### src/common/sbp_pkg.sv
// Purpose: Constants and types shared by the bridge PWM current regulator.
// Assumes: Master oscillator tick arrives as a one-cycle enable pulse.
// Notes: All timing counts are in master oscillator cycles.
`default_nettype none

package sbp_pkg;

    // ==========================================================
    // Oscillator and timing
    // ==========================================================
    localparam int unsigned CLK_HZ = 40000000;  // System clock rate
    localparam int unsigned OSC_HZ = 4000000;   // Nominal oscillator rate
    localparam logic [6:0] OFF_CYC = 7'h57;     // Off period, 87 cycles
    localparam logic [6:0] BLANK_CYC = 7'h06;   // Blanking, 6 cycles
    localparam logic [6:0] DEAD_CYC = 7'h03;    // Dead time, 3 cycles

    // Fast decay portions for the four fraction selector codes
    localparam logic [6:0] FD_FRAC0 = 7'h00;    // 0 percent
    localparam logic [6:0] FD_FRAC1 = 7'h0d;    // Small portion
    localparam logic [6:0] FD_FRAC2 = 7'h22;    // Larger portion
    localparam logic [6:0] FD_FRAC3 = 7'h57;    // 100 percent

    // ==========================================================
    // Translator
    // ==========================================================
    localparam logic [5:0] HOME_POS = 6'h08;    // 45 degree home index
    localparam logic [7:0] REF_DIV_SHIFT = 8'h03; // Divide by eight

    // Per-bridge regulator phase
    typedef enum logic [2:0] {
        SBP_IDLE = 3'b000,   // Off, sleeping, faulted or locked out
        SBP_DEAD = 3'b001,   // Dead time before drive
        SBP_BLANK = 3'b010,  // Driving, comparator blanked
        SBP_DRIVE = 3'b011,  // Driving, comparator armed
        SBP_OFF = 3'b100     // Decay period
    } sbp_phase_t;

endpackage : sbp_pkg

`default_nettype wire

### src/rtl/sbp_bridge_pwm.sv
// Purpose: Two fixed off-time PWM current regulators with translator.
// Assumes: Inputs synchronous to mclk_i; comparators are digital levels.
// Notes: Gate outputs per bridge: [0]=high A,[1]=low A,[2]=high B,[3]=low B.
`default_nettype none

// Summary of operation
// - Each bridge drives diagonal until comparator trips
// - Slow decay drops source; fast drops both
// - Trip level is reference/8 times step percent
// - Off period lasts 87 oscillator cycles
// - Comparator ignored 6 cycles after switching
// - Three cycle dead time before complementary on
// - Output disable high forces every transistor off
// - Translator runs regardless of output disable
// - Reset low sleeps; release starts at home
// - Short reset pulse returns to home
// - Slow when rising, mixed when falling
// - Mixed: fast for selected cycles, then slow
// - Zero percent fraction means always slow
// - Full fraction means whole off fast
// - Mixed decay also just after zero crossing
// - Active rectification turns on decay transistors
// - Zero current detect stops rectification
// - Rectify disable high leaves diodes only
// - Faults hold transistors off until cleared
// - Supply low holds off; recovery resets home
// - Step rising edge advances translator increment
// - Resolution inputs sampled at step edge
// - Periods counted in oscillator cycles
module sbp_bridge_pwm (
    input wire logic mclk_i,                      // System clock
    input wire logic nrst_i,                      // Async reset, low
    input wire logic osc_tick_i,                  // Oscillator cycle pulse
    input wire logic sleep_n_i,                   // Device reset/sleep, low
    input wire logic out_disable_i,               // Output disable, high
    input wire logic step_i,                      // Step input
    input wire logic dir_i,                       // Direction input
    input wire logic microstep_res_sel_a_i,       // Resolution select a
    input wire logic microstep_res_sel_b_i,       // Resolution select b
    input wire logic fast_decay_fraction_sel_a_i, // Fast fraction a
    input wire logic fast_decay_fraction_sel_b_i, // Fast fraction b
    input wire logic sync_rectify_disable_i,      // Rectify disable, high
    input wire logic [7:0] ref_level_i,           // External reference
    input wire logic [1:0] current_shunt_trip_i,  // Sense compare per bridge
    input wire logic [1:0] zero_current_i,        // Zero current per bridge
    input wire logic over_temp_i,                 // Overtemperature fault
    input wire logic gate_regulator_rail_low_i,   // Gate rail undervoltage
    input wire logic supply_low_lockout_i,        // Logic supply low
    output logic [3:0] gate1_o,                   // Bridge 1 gates
    output logic [3:0] gate2_o,                   // Bridge 2 gates
    output logic [7:0] trip_ref1_o,               // Bridge 1 trip level
    output logic [7:0] trip_ref2_o,               // Bridge 2 trip level
    output logic [5:0] position_o,                // Translator index
    output logic home_o                           // At home position
);

    // ==========================================================
    // State
    // ==========================================================
    typedef struct packed {
        logic step_d;                       // Previous step level
        logic [5:0] pos;                    // Index 0..63 per electrical turn
        logic [1:0] mixed;                  // Mixed decay armed per bridge
        logic [1:0] polar;                  // Current polarity per bridge
        sbp_pkg::sbp_phase_t [1:0] phase;   // Regulator phase per bridge
        logic [1:0][6:0] cnt;               // Cycle counters per bridge
        logic [1:0] sr_stop;                // Rectification stopped
        logic [1:0][3:0] gate;              // Registered gate drives
        logic [1:0][7:0] tref;              // Registered trip levels
        logic home;                         // Home flag
    } sbp_state_t;

    sbp_state_t state_reg;
    sbp_state_t state_next;

    // ==========================================================
    // Functions
    // ==========================================================
    // Sine magnitude for a quarter index 0..16, in percent
    function automatic logic [7:0] sbp_sine(input logic [4:0] q);
        logic [7:0] v;
        v = 8'h00;
        unique case (q)
            5'h00: v = 8'h00;
            5'h01: v = 8'h0a;
            5'h02: v = 8'h14;
            5'h03: v = 8'h1d;
            5'h04: v = 8'h26;
            5'h05: v = 8'h2f;
            5'h06: v = 8'h38;
            5'h07: v = 8'h40;
            5'h08: v = 8'h47;
            5'h09: v = 8'h4d;
            5'h0a: v = 8'h53;
            5'h0b: v = 8'h58;
            5'h0c: v = 8'h5c;
            5'h0d: v = 8'h5f;
            5'h0e: v = 8'h62;
            5'h0f: v = 8'h63;
            default: v = 8'h64;
        endcase
        return v;
    endfunction : sbp_sine

    // Percent magnitude of a bridge at index p (bridge 2 shifted 90 deg)
    function automatic logic [7:0] sbp_mag(input logic [5:0] p,
                                           input logic b);
        logic [5:0] a;
        logic [4:0] q;
        a = b ? p + 6'h10 : p;
        q = a[4] ? 5'h10 - {1'b0, a[3:0]} : {1'b0, a[3:0]};
        return sbp_sine(q);
    endfunction : sbp_mag

    // Polarity of a bridge at index p
    function automatic logic sbp_pol(input logic [5:0] p, input logic b);
        logic [5:0] a;
        a = b ? p + 6'h10 : p;
        return a[5];
    endfunction : sbp_pol

    // Trip level: reference / 8 scaled by percent
    function automatic logic [7:0] sbp_tref(input logic [7:0] r,
                                            input logic [7:0] pct);
        logic [15:0] m;
        // Widen both factors first; an 8-bit product would wrap
        m = {8'h00, r >> sbp_pkg::REF_DIV_SHIFT} * {8'h00, pct};
        return 8'(m / 16'h0064);
    endfunction : sbp_tref

    // ==========================================================
    // Gate patterns
    // ==========================================================
    // Bit map: [0] high A, [1] low A, [2] high B, [3] low B
    // Polarity 0 drives high A with low B (pattern 1001)
    // Polarity 1 drives high B with low A (pattern 0110)
    // Slow decay keeps only the sink of the driving pair
    // Slow decay with rectification adds the other low side
    // Fast decay drops both; rectification then turns on
    // the opposite diagonal so current returns to the supply
    // The caller holds rectification back for a dead time,
    // so no transistor meets its own leg partner too soon
    // Gate pattern for phase, polarity and decay kind
    function automatic logic [3:0] sbp_gates(input sbp_pkg::sbp_phase_t ph,
                                             input logic pol,
                                             input logic fast,
                                             input logic rect);
        logic [3:0] g;
        g = 4'h0;
        unique case (ph)
            sbp_pkg::SBP_BLANK, sbp_pkg::SBP_DRIVE: begin
                // Diagonal pair: high of one leg, low of the other
                g = pol ? 4'b0110 : 4'b1001;
            end
            sbp_pkg::SBP_OFF: begin
                if (fast) begin
                    // Both dropped; rectify through opposite diagonal
                    g = rect ? (pol ? 4'b1001 : 4'b0110) : 4'h0;
                end else begin
                    // Source dropped, sink kept; rectify other low side
                    // Sink is low A for polarity 1, low B for 0
                    g = pol ? (rect ? 4'b1010 : 4'b0010)
                            : (rect ? 4'b1010 : 4'b1000);
                end
            end
            default: g = 4'h0;
        endcase
        return g;
    endfunction : sbp_gates

    // ==========================================================
    // Next state
    // ==========================================================
    logic step_rise;        // Step edge
    logic [5:0] incr;       // Increment from resolution
    logic [6:0] fd_cyc;     // Fast portion length
    logic run;              // Regulation permitted
    logic [7:0] old_mag;    // Magnitude before step
    logic [7:0] new_mag;    // Magnitude after step
    logic fast_now;         // Current off cycle is in fast decay
    logic dz_win;           // Dead window where fast gives way to slow

    // ==========================================================
    // Combined next-state process
    // ==========================================================
    // Translator first, then per-bridge regulator and gates.
    // Gates follow the registered phase, so they lag by a clock.
    // Counters only move on oscillator ticks; between ticks
    // the phase and the count hold still unless run drops.
    always_comb begin
        state_next = state_reg;
        step_rise = step_i && !state_reg.step_d;
        old_mag = 8'h00;
        new_mag = 8'h00;
        fast_now = 1'b0;
        dz_win = 1'b0;
        state_next.step_d = step_i;
        // Resolution read only at the edge itself
        unique case ({microstep_res_sel_b_i, microstep_res_sel_a_i})
            2'b00: incr = 6'h10;
            2'b01: incr = 6'h08;
            2'b10: incr = 6'h04;
            default: incr = 6'h01;
        endcase
        unique case ({fast_decay_fraction_sel_b_i,
                      fast_decay_fraction_sel_a_i})
            2'b00: fd_cyc = sbp_pkg::FD_FRAC0;
            2'b01: fd_cyc = sbp_pkg::FD_FRAC1;
            2'b10: fd_cyc = sbp_pkg::FD_FRAC2;
            default: fd_cyc = sbp_pkg::FD_FRAC3;
        endcase
        // Faults and lockout stop the drive
        run = sleep_n_i && !over_temp_i && !gate_regulator_rail_low_i
              && !supply_low_lockout_i;

        // Translator, independent of output disable
        if (!sleep_n_i || supply_low_lockout_i) begin
            state_next.pos = sbp_pkg::HOME_POS;
            state_next.mixed = 2'b11;
            state_next.home = 1'b1;
        end else if (step_rise) begin
            state_next.pos = dir_i ? state_reg.pos - incr
                                   : state_reg.pos + incr;
            // Home flag tracks the index, also when stepped back
            state_next.home = (state_next.pos == sbp_pkg::HOME_POS);
            for (int b = 0; b < 2; b++) begin
                old_mag = sbp_mag(state_reg.pos, 1'(b));
                new_mag = sbp_mag(state_next.pos, 1'(b));
                // Falling, or rising just past a zero crossing
                state_next.mixed[b] = (new_mag < old_mag)
                    || (old_mag == 8'h00);
            end
        end

        for (int b = 0; b < 2; b++) begin
            state_next.polar[b] = sbp_pol(state_next.pos, 1'(b));
            state_next.tref[b] = sbp_tref(ref_level_i,
                sbp_mag(state_next.pos, 1'(b)));
            if (!run) begin
                state_next.phase[b] = sbp_pkg::SBP_IDLE;
                state_next.cnt[b] = 7'h00;
                state_next.sr_stop[b] = 1'b0;
            end else if (osc_tick_i) begin
                // Counts advance on oscillator cycles only
                state_next.cnt[b] = state_reg.cnt[b] + 7'h01;
                unique case (state_reg.phase[b])
                    sbp_pkg::SBP_IDLE: begin
                        state_next.phase[b] = sbp_pkg::SBP_DEAD;
                        state_next.cnt[b] = 7'h00;
                    end
                    sbp_pkg::SBP_DEAD: begin
                        if (state_reg.cnt[b] == sbp_pkg::DEAD_CYC - 7'h01)
                        begin
                            state_next.phase[b] = sbp_pkg::SBP_BLANK;
                            state_next.cnt[b] = 7'h00;
                        end
                    end
                    sbp_pkg::SBP_BLANK: begin
                        if (state_reg.cnt[b] == sbp_pkg::BLANK_CYC - 7'h01)
                        begin
                            state_next.phase[b] = sbp_pkg::SBP_DRIVE;
                            state_next.cnt[b] = 7'h00;
                        end
                    end
                    sbp_pkg::SBP_DRIVE: begin
                        state_next.cnt[b] = 7'h00;
                        if (current_shunt_trip_i[b]) begin
                            state_next.phase[b] = sbp_pkg::SBP_OFF;
                            state_next.sr_stop[b] = 1'b0;
                        end
                    end
                    sbp_pkg::SBP_OFF: begin
                        // Trips ignored here; drive resumes after off
                        if (state_reg.cnt[b] == sbp_pkg::OFF_CYC - 7'h01)
                        begin
                            state_next.phase[b] = sbp_pkg::SBP_DEAD;
                            state_next.cnt[b] = 7'h00;
                        end
                    end
                    default: state_next.phase[b] = sbp_pkg::SBP_IDLE;
                endcase
            end
            if (state_reg.phase[b] == sbp_pkg::SBP_OFF
                && zero_current_i[b]) begin
                state_next.sr_stop[b] = 1'b1;
            end
            // Fast while mixed and within the selected portion
            fast_now = state_reg.mixed[b] && fd_cyc != 7'h00
                && state_reg.cnt[b] < fd_cyc;
            // All off for a dead time where fast gives way to slow;
            // the fast rectifying high side shares a leg with the
            // slow rectifying low side
            dz_win = state_reg.mixed[b] && fd_cyc != 7'h00
                && state_reg.cnt[b] >= fd_cyc
                && state_reg.cnt[b] < fd_cyc + sbp_pkg::DEAD_CYC;
            if (out_disable_i || !run) begin
                // Forced off; sequencing keeps running under output disable only
                state_next.gate[b] = 4'h0;
            end else begin
                // Rectifiers wait one dead time into the off period
                state_next.gate[b] = sbp_gates(state_reg.phase[b],
                    state_reg.polar[b], fast_now || dz_win,
                    !sync_rectify_disable_i
                    && !state_reg.sr_stop[b]
                    && !dz_win
                    && state_reg.cnt[b] >= sbp_pkg::DEAD_CYC);
            end
        end
    end

    // ==========================================================
    // Registers
    // ==========================================================
    // Reset parks at home with both bridges idle and mixed armed.
    // Every gate is off in reset, so no drive leaks out early.
    always_ff @(posedge mclk_i or negedge nrst_i) begin
        if (!nrst_i) begin
            state_reg <= '0;
            state_reg.pos <= sbp_pkg::HOME_POS;
            state_reg.mixed <= 2'b11;
            state_reg.home <= 1'b1;
        end else begin
            state_reg <= state_next;
        end
    end

    // Outputs straight from flip-flops
    assign gate1_o = state_reg.gate[0];
    assign gate2_o = state_reg.gate[1];
    assign trip_ref1_o = state_reg.tref[0];
    assign trip_ref2_o = state_reg.tref[1];
    assign position_o = state_reg.pos;
    assign home_o = state_reg.home;

endmodule : sbp_bridge_pwm

`default_nettype wire

### config.mk
export PLATFORM = sky130hd
export DESIGN_NAME = sbp_bridge_pwm
export DESIGN_NICKNAME = d
export VERILOG_FILES = /design/src/common/sbp_pkg.sv /design/src/rtl/sbp_bridge_pwm.sv
export SDC_FILE = /design/constraint.sdc
export NUM_CORES = 1
export LEC_CHECK = 0
export BUFFER_PORTS_ARGS = -buffer_cell sky130_fd_sc_hd__clkbuf_2
export CAP_MARGIN = 30
export CORE_UTILIZATION = 60
export CTS_BUF_LIST = sky130_fd_sc_hd__clkbuf_8
export CTS_CLUSTER_SIZE = 8
export DETAILED_ROUTE_END_ITERATION = 10
export GPL_TIMING_DRIVEN = 0
export MAX_ROUTING_LAYER = met4
export PLACE_DENSITY = 0.77
export SLEW_MARGIN = 20
export SYNTH_ARGS = -nofsm -noshare
export SYNTH_HDL_FRONTEND = slang
export SYNTH_SLANG_ARGS = --single-unit
### constraint.sdc
create_clock -name mclk_i -period 24.4 [get_ports mclk_i]
set_input_delay 0 -clock mclk_i [delete_from_list [all_inputs] [get_ports mclk_i]]
set_output_delay 0 -clock mclk_i [all_outputs]
set_load 0.02 [all_outputs]
==> results of run 1 <==
-- power by group through the flow --
stage               Combinational (µW)  Clock, µW  Sequential (µW)
floorplan                          898          0              110
global placement                  1070          0              110
detailed placement                1090          0              110
CTS                               1090       62.1              109
global route                      1220       64.6              110
finish                            1110       60.3              109
-- cells by family after synthesis --
group                      Yosys count  synth area share [%]
adders and majority gates          168                  21.8
and+or+nand+nor                    515                  24.2
other                                1                0.0351
xor gates and xnor gates            57                  4.88
AOI/OAI and AO/OA                  383                  26.0
DFF                                 55                  12.9
muxes                               21                  2.74
buffers and inverters              172                  7.44
-- what timing repair did --
item / CTS / global route
endpoints found under the setup margin: 0 / 0
endpoints found under the hold margin: 57 / 0
hold buffers: 5 / 0
-- cell type report --
class                      count  area share, %
multi-input combinational   1146           74.6
timing repair buffer          60           3.00
sequential                    55           12.1
clock inverter                 3          0.241
inverter                     100           3.29
tap                          225           2.47
clock buffer                   5          0.603
buffer                        72           3.68
-- worst max-delay path, delay by kind of cell, from the launching register on --
kind | cells | cell delay, ps
adders and majority gates | 6 | 2460
buffers and inverters | 6 | 1120
DFF | 1 | 550
xor gates and xnor gates | 2 | 640
AOI/OAI and AO/OA | 17 | 4390
and+or+nand+nor | 11 | 2440
-- per-stage QoR --
stage	power [µW]	hold slack [ps]	instances	setup slack, ps	utilization [%]
after global routing	1400	73.2	1666	11800	65.8
after floorplan	1010	-296	1373	14480	-
final	1280	36.4	1666	12660	65.8
after CTS	1270	35.2	1664	12820	65.7
after detailed placement	1200	-30.0	1651	12900	64.9
after global placement	1180	126	1649	12950	64.7
-- worst min path at each step --
stage,to,slack (ps),cells past startpoint
2_1_floorplan,gate1_o[0]$_DFF_PN0_,-300,0
3_3_place_gp,state_reg[57]$_DFF_PN0_,130,1
3_5_place_dp,state_reg[57]$_DFF_PN0_,-30,1
4_1_cts,state_reg[50]$_DFFE_PN1P_,40,3
5_1_grt,state_reg[25]$_DFFE_PN0P_,70,3
6_report,state_reg[25]$_DFFE_PN0P_,40,3
-- per-layer routing --
metal  wire length (µm)  global-route usage (%)
met2              10900                    44.2
met5                  0                       -
met4                260                    6.05
met3                995                    2.99
met1              11800                    36.9
-- layout by cell type (no fill, tap or decap), drive strengths merged, types with 8 or more instances in the layout --
master / count
dfrtp: 51
mux2i: 10
nand2b: 27
buf: 47
a211oi: 26
or2: 8
nor3: 40
a31oi: 22
xnor2: 37
nor4: 10
clkbuf: 85
a21oi: 84
nand2: 140
a211o: 9
o211ai: 25
ha: 136
o21ai: 80
inv: 100
fa: 31
nor2b: 19
or3: 17
and3: 8
xor2: 20
nand3: 37
o31ai: 14
a21o: 26
nand4: 17
o21a: 11
nor2: 125
and2: 48
==> flow_summary.toml, run 1 <==
[status]
run_status = "finished, final reports clean"

[global_route]
grt_max_degree = 31
antenna_found_initial = 0
grt_pass1_vias = 9039
overflow = 0
grt_pass1_wl_mm = 41.0
gr-usage-all-layers_pct = 27.4

[floorplan]
placementRows = 48
floorplan.initialDensity_pct = 61.6
die_area_um2 = 18400
io_pins = 58
die_h_um = 135
core-area_um2 = 17400
die_x_um = 135

[clock_tree]
path_clk_slew_ps = 130
insertion_delay_ps = 340
cts_tree = "built"
root_buffer = "clkbuf_8"
clock_path_buffers = 2
htreeDepth = 2
cts_resized = 0
cts_buffers = 5
cts_setup_buffers = 0
clkSinkCount = 55

[sta]
min_period_ps = 11740
hold_viol = 0
rsz0062_at_grt = "false"
fmax_ghz = 0.0852
slew_violations = 0
period_share_pct = 48.1
slew_headroom_pct = 38.4
tightest_slew_ps = 924
skew_ps = 23.2
final.setup.tns_ps = 0
setup_viol = 0

[finish]
final_area_um2 = 11400
largest_reg_flops = 27
num-fill-cells = 1517
fin_nets = 1634
syn_to_final_growth_pct = 6.78
multiInputGateArea_um2 = 8520
drive_gt1_share_pct = 12.8
regArea_um2 = 1380
antenna_cells = 0

[detailed_routing]
routed_wl_mm = 23.9
vias_per_cell = 5.99
via_count = 9981
drt_pass1_iterations = 4
wl_per_cell_um = 14.4
drc = 0
ant_nets = 0
detail_route.iter0.violations = 569

[synthesis]
synthTopCellsByCount = "138 x nand2_1, 136 x ha_1, 124 x nor2_1, 99 x inv_1, 79 x a21oi_1"
synth_edf_count = 0
yosys_warnings = 0
syn_inst = 1372
yosys_most_used_dff = "dfrtp_1"
synth_top_area_share_pct = 15.9
synth_area_leader_cell = "ha_1"
ys_async_sr_fraction_pct = 100
synth_cell_types = 113
syn_area_per_cell_um2 = 7.79
ys_ff_latch = 55
synth_area_um2 = 10700
synth.most_common_cell = "nand2_1"
ys_top_cells_by_area = "ha_1 16%, dfrtp_1 12%, fa_1 5.8%"
ys_seq_area_share_pct = 12.9

[pwr]
p_seq_share_pct = 8.5
p_leak_uw = 0.00519
powerDensity_nw_per_um2 = 112
swShare_pct = 54.8
clkPwrFrac_pct = 4.7
p_switching_uw = 698
p_int_uw = 577
combPwrFrac_pct = 86.7
peakVddDrop_v = 0.000153

[critical_path]
setup.worst_path.end = "trip_ref1_o[0]$_DFF_PN0_"
cp_max_fo = 12
path_class = "register to register"
cp-end-kind = "register"
rr_worst_depth = 42
r2r_end = "trip_ref1_o[0]$_DFF_PN0_"
startpoint_type = "register"
r2r-start = "position_o[0]$_DFF_PN0_"
required_ps = 24630
slowest_stage = "a311oi_1"
worst-r2r-setup-slack_ps = 12660
crit_start = "position_o[0]$_DFF_PN0_"
crit_path_max_incr_delay_ps = 570
cp.arrival_ps = 11970

[run]
drv_cap = 0

[placed_design]
gp_congestion = 0.930
dpl_cell_area_um2 = 11300
portBuffers = 51
dp_hpwl_mm = 18.8

[min_path]
hold_path_class = "input port to register"
min_from = "zero_current_i[0]"
(Power assumes the default switching activity.)
==> inputs of run 2 (changes only) <==
--- a/config.mk
+++ b/config.mk
@@ -7,13 +7,13 @@
 export LEC_CHECK = 0
 export BUFFER_PORTS_ARGS = -buffer_cell sky130_fd_sc_hd__clkbuf_2
 export CAP_MARGIN = 30
-export CORE_UTILIZATION = 60
+export CORE_UTILIZATION = 59
 export CTS_BUF_LIST = sky130_fd_sc_hd__clkbuf_8
 export CTS_CLUSTER_SIZE = 8
 export DETAILED_ROUTE_END_ITERATION = 10
 export GPL_TIMING_DRIVEN = 0
 export MAX_ROUTING_LAYER = met4
-export PLACE_DENSITY = 0.77
+export PLACE_DENSITY = 0.79
 export SLEW_MARGIN = 20
 export SYNTH_ARGS = -nofsm -noshare
 export SYNTH_HDL_FRONTEND = slang
==> constraint.sdc (replaced) <==
create_clock -name mclk_i -period 10.5 [get_ports mclk_i]
set_input_delay 0 -clock mclk_i [delete_from_list [all_inputs] [get_ports mclk_i]]
set_output_delay 0 -clock mclk_i [all_outputs]
set_load 0.02 [all_outputs]
==> run 2 against run 1 <==
Sequential share of layout area is 0.84 points lower; critical endpoint unchanged; setup slack worse by 12000 ps; clock skew shrank 18 ps; largest power group unchanged; clock-buffer cell count unchanged; non-clock buffer count grew 29; first-iteration DRC count grew 13%; worst hold slack got worse by 2.0 ps.
==> flow_summary.toml, run 2 (synthesized netlist as in run 1, its figures left out) <==
[finish]
syn_to_final_growth_pct = 14.8
utilization_pct = 70.2
antenna_cells = 0
layout_commonest_cell = "nand2_1"
num-fill-cells = 1377
drive_gt1_share_pct = 20.3
final-instance-count-excl-fill = 1695
fin_nets = 1663
layout_common_cells = "136 x nand2_1, 133 x ha_1, 111 x nor2_1"
largest_reg_flops = 27

[global_route]
grt_max_degree = 29
use_met3_pct = 3.30
grt_pass1_vias = 9305
grt_pass1_wl_mm = 42.9
antenna_found_initial = 0
overflow = 0
use_met1_pct = 38.7
gr-usage-all-layers_pct = 28.4
grt_busiest_layer = "met2"
met2_usage_pct = 45.3

[clock_tree]
insertion_delay_ps = 350
cts_tree = "built"
path_clk_slew_ps = 120
clkSinkCount = 55
clock_path_buffers = 2
htreeDepth = 2
root_buffer = "clkbuf_8"
cts_buffers = 5

[critical_path]
cp-end-kind = "register"
path_class = "register to register"
crit_cells = 41
slowest_stage = "fa_1"
rr_worst_depth = 41
required_ps = 10760
crit_path_max_incr_delay_ps = 550
cpMostUsedCell = "fa_1"
cp_num_buf_inv = 6
cp_max_fo = 10
cp.arrival_ps = 10370
critPathTopFamily = "compound AO/OA/AOI/OAI gates"
startpoint_type = "register"

[floorplan]
floorplan.initialDensity_pct = 61.2
die_h_um = 137
die_x_um = 137
core-area_um2 = 17500
io_pins = 58
placementRows = 48
die_area_um2 = 18700

[pwr]
p_int_uw = 1560
power.total_uw = 3380
p_seq_share_pct = 7.5
clkPwrFrac_pct = 4.1
p_leak_uw = 0.00550
powerDensity_nw_per_um2 = 275
swShare_pct = 54.0
combPwrFrac_pct = 88.4
p_switching_uw = 1820
peakVddDrop_v = 0.000413

[detailed_routing]
ant_nets = 0
routed_wl_mm = 26.4
detail_route.iter0.violations = 642
drc = 0
drt_pass1_iterations = 5
vias_per_cell = 6.14
wl_per_cell_um = 15.6
via_count = 10409

[sta]
setup_viol = 0
slew_headroom_pct = 44.4
worst_slack_ps = 393
period_share_pct = 96.3
fmax_ghz = 0.0989
skew_ps = 4.89
min_period_ps = 10110
hold_viol = 0
tightest_slew_ps = 827
final.setup.tns_ps = 0
slew_violations = 0

[min_path]
hold_path_class = "input port to register"
hold_depth = 3

[status]
run_status = "finished, final reports clean"

[placed_design]
dp_slack_ps = -1090
dp_hpwl_mm = 19.4
gp_congestion = 0.950
portBuffers = 51
placed_cells = 1651

[run]
drv_cap = 0
run 2: worst paths after layout:
path                                             end                      start  slack (ps)
max                         trip_ref1_o[0]$_DFF_PN0_    position_o[0]$_DFF_PN0_         390
min                        state_reg[50]$_DFFE_PN1P_                  sleep_n_i          30
max reg2reg                 trip_ref1_o[0]$_DFF_PN0_    position_o[0]$_DFF_PN0_         390
min reg2reg                state_reg[50]$_DFFE_PN1P_  state_reg[50]$_DFFE_PN1P_         530
max in group asynchronous   trip_ref2_o[6]$_DFF_PN0_                     nrst_i        9880
min in group asynchronous  state_reg[46]$_DFFE_PN0P_                     nrst_i         120
run 2: cell type report:
type                       instances  area (µm²)  area share, %
buffer                            70         425           3.47
clock buffer                       5        68.8          0.561
clock inverter                     3        27.5          0.224
inverter                         100         379           3.09
multi-input combinational       1146        9120           74.3
sequential                        55        1380           11.3
tap                              225         282           2.29
timing repair buffer              91         591           4.81
run 2: per-layer routing:
layer / vias to the layer above / share of wire (%)
li1: 5118 / -
met1: 4973 / 46
met2: 291 / 48
met3: 27 / 4.6
met4: 0 / 1.5
met5: - / 0
run 2: timing repair:
item                                    4_1_cts  5_1_grt
gates resized for setup                      30      102
endpoints found under the hold margin        62        0
hold buffers                                  6        0
endpoints found under the setup margin        6        5
pin swaps                                     1       33
cloned                                        0        1
setup buffers                                 2       28
run 2: power groups by stage:
stage | Sequential (µW) | Combinational [µW] | Clock [µW]
final | 253 | 2990 | 138
after global routing | 255 | 3270 | 149
after global placement | 256 | 2480 | 0
after CTS | 253 | 2590 | 142
after floorplan | 255 | 2090 | 0
after detailed placement | 257 | 2540 | 0
run 2: per-stage QoR:
step	cell area [µm²]	hold slack (ps)
final	12300	34.3
after global routing	12300	22.6
after CTS	11600	17.3
after detailed placement	11300	-21.6
after global placement	11200	129
after floorplan	10700	-296
run 2: worst reg2reg max path, delay by kind of cell, from the launching register on:
family | cells | cell delay (ps)
AOI/OAI and AO/OA | 17 | 3910
DFF | 1 | 490
and+or+nand+nor | 10 | 1860
buffers and inverters | 6 | 880
xor gates and xnor gates | 2 | 310
adders and majority gates | 6 | 2560
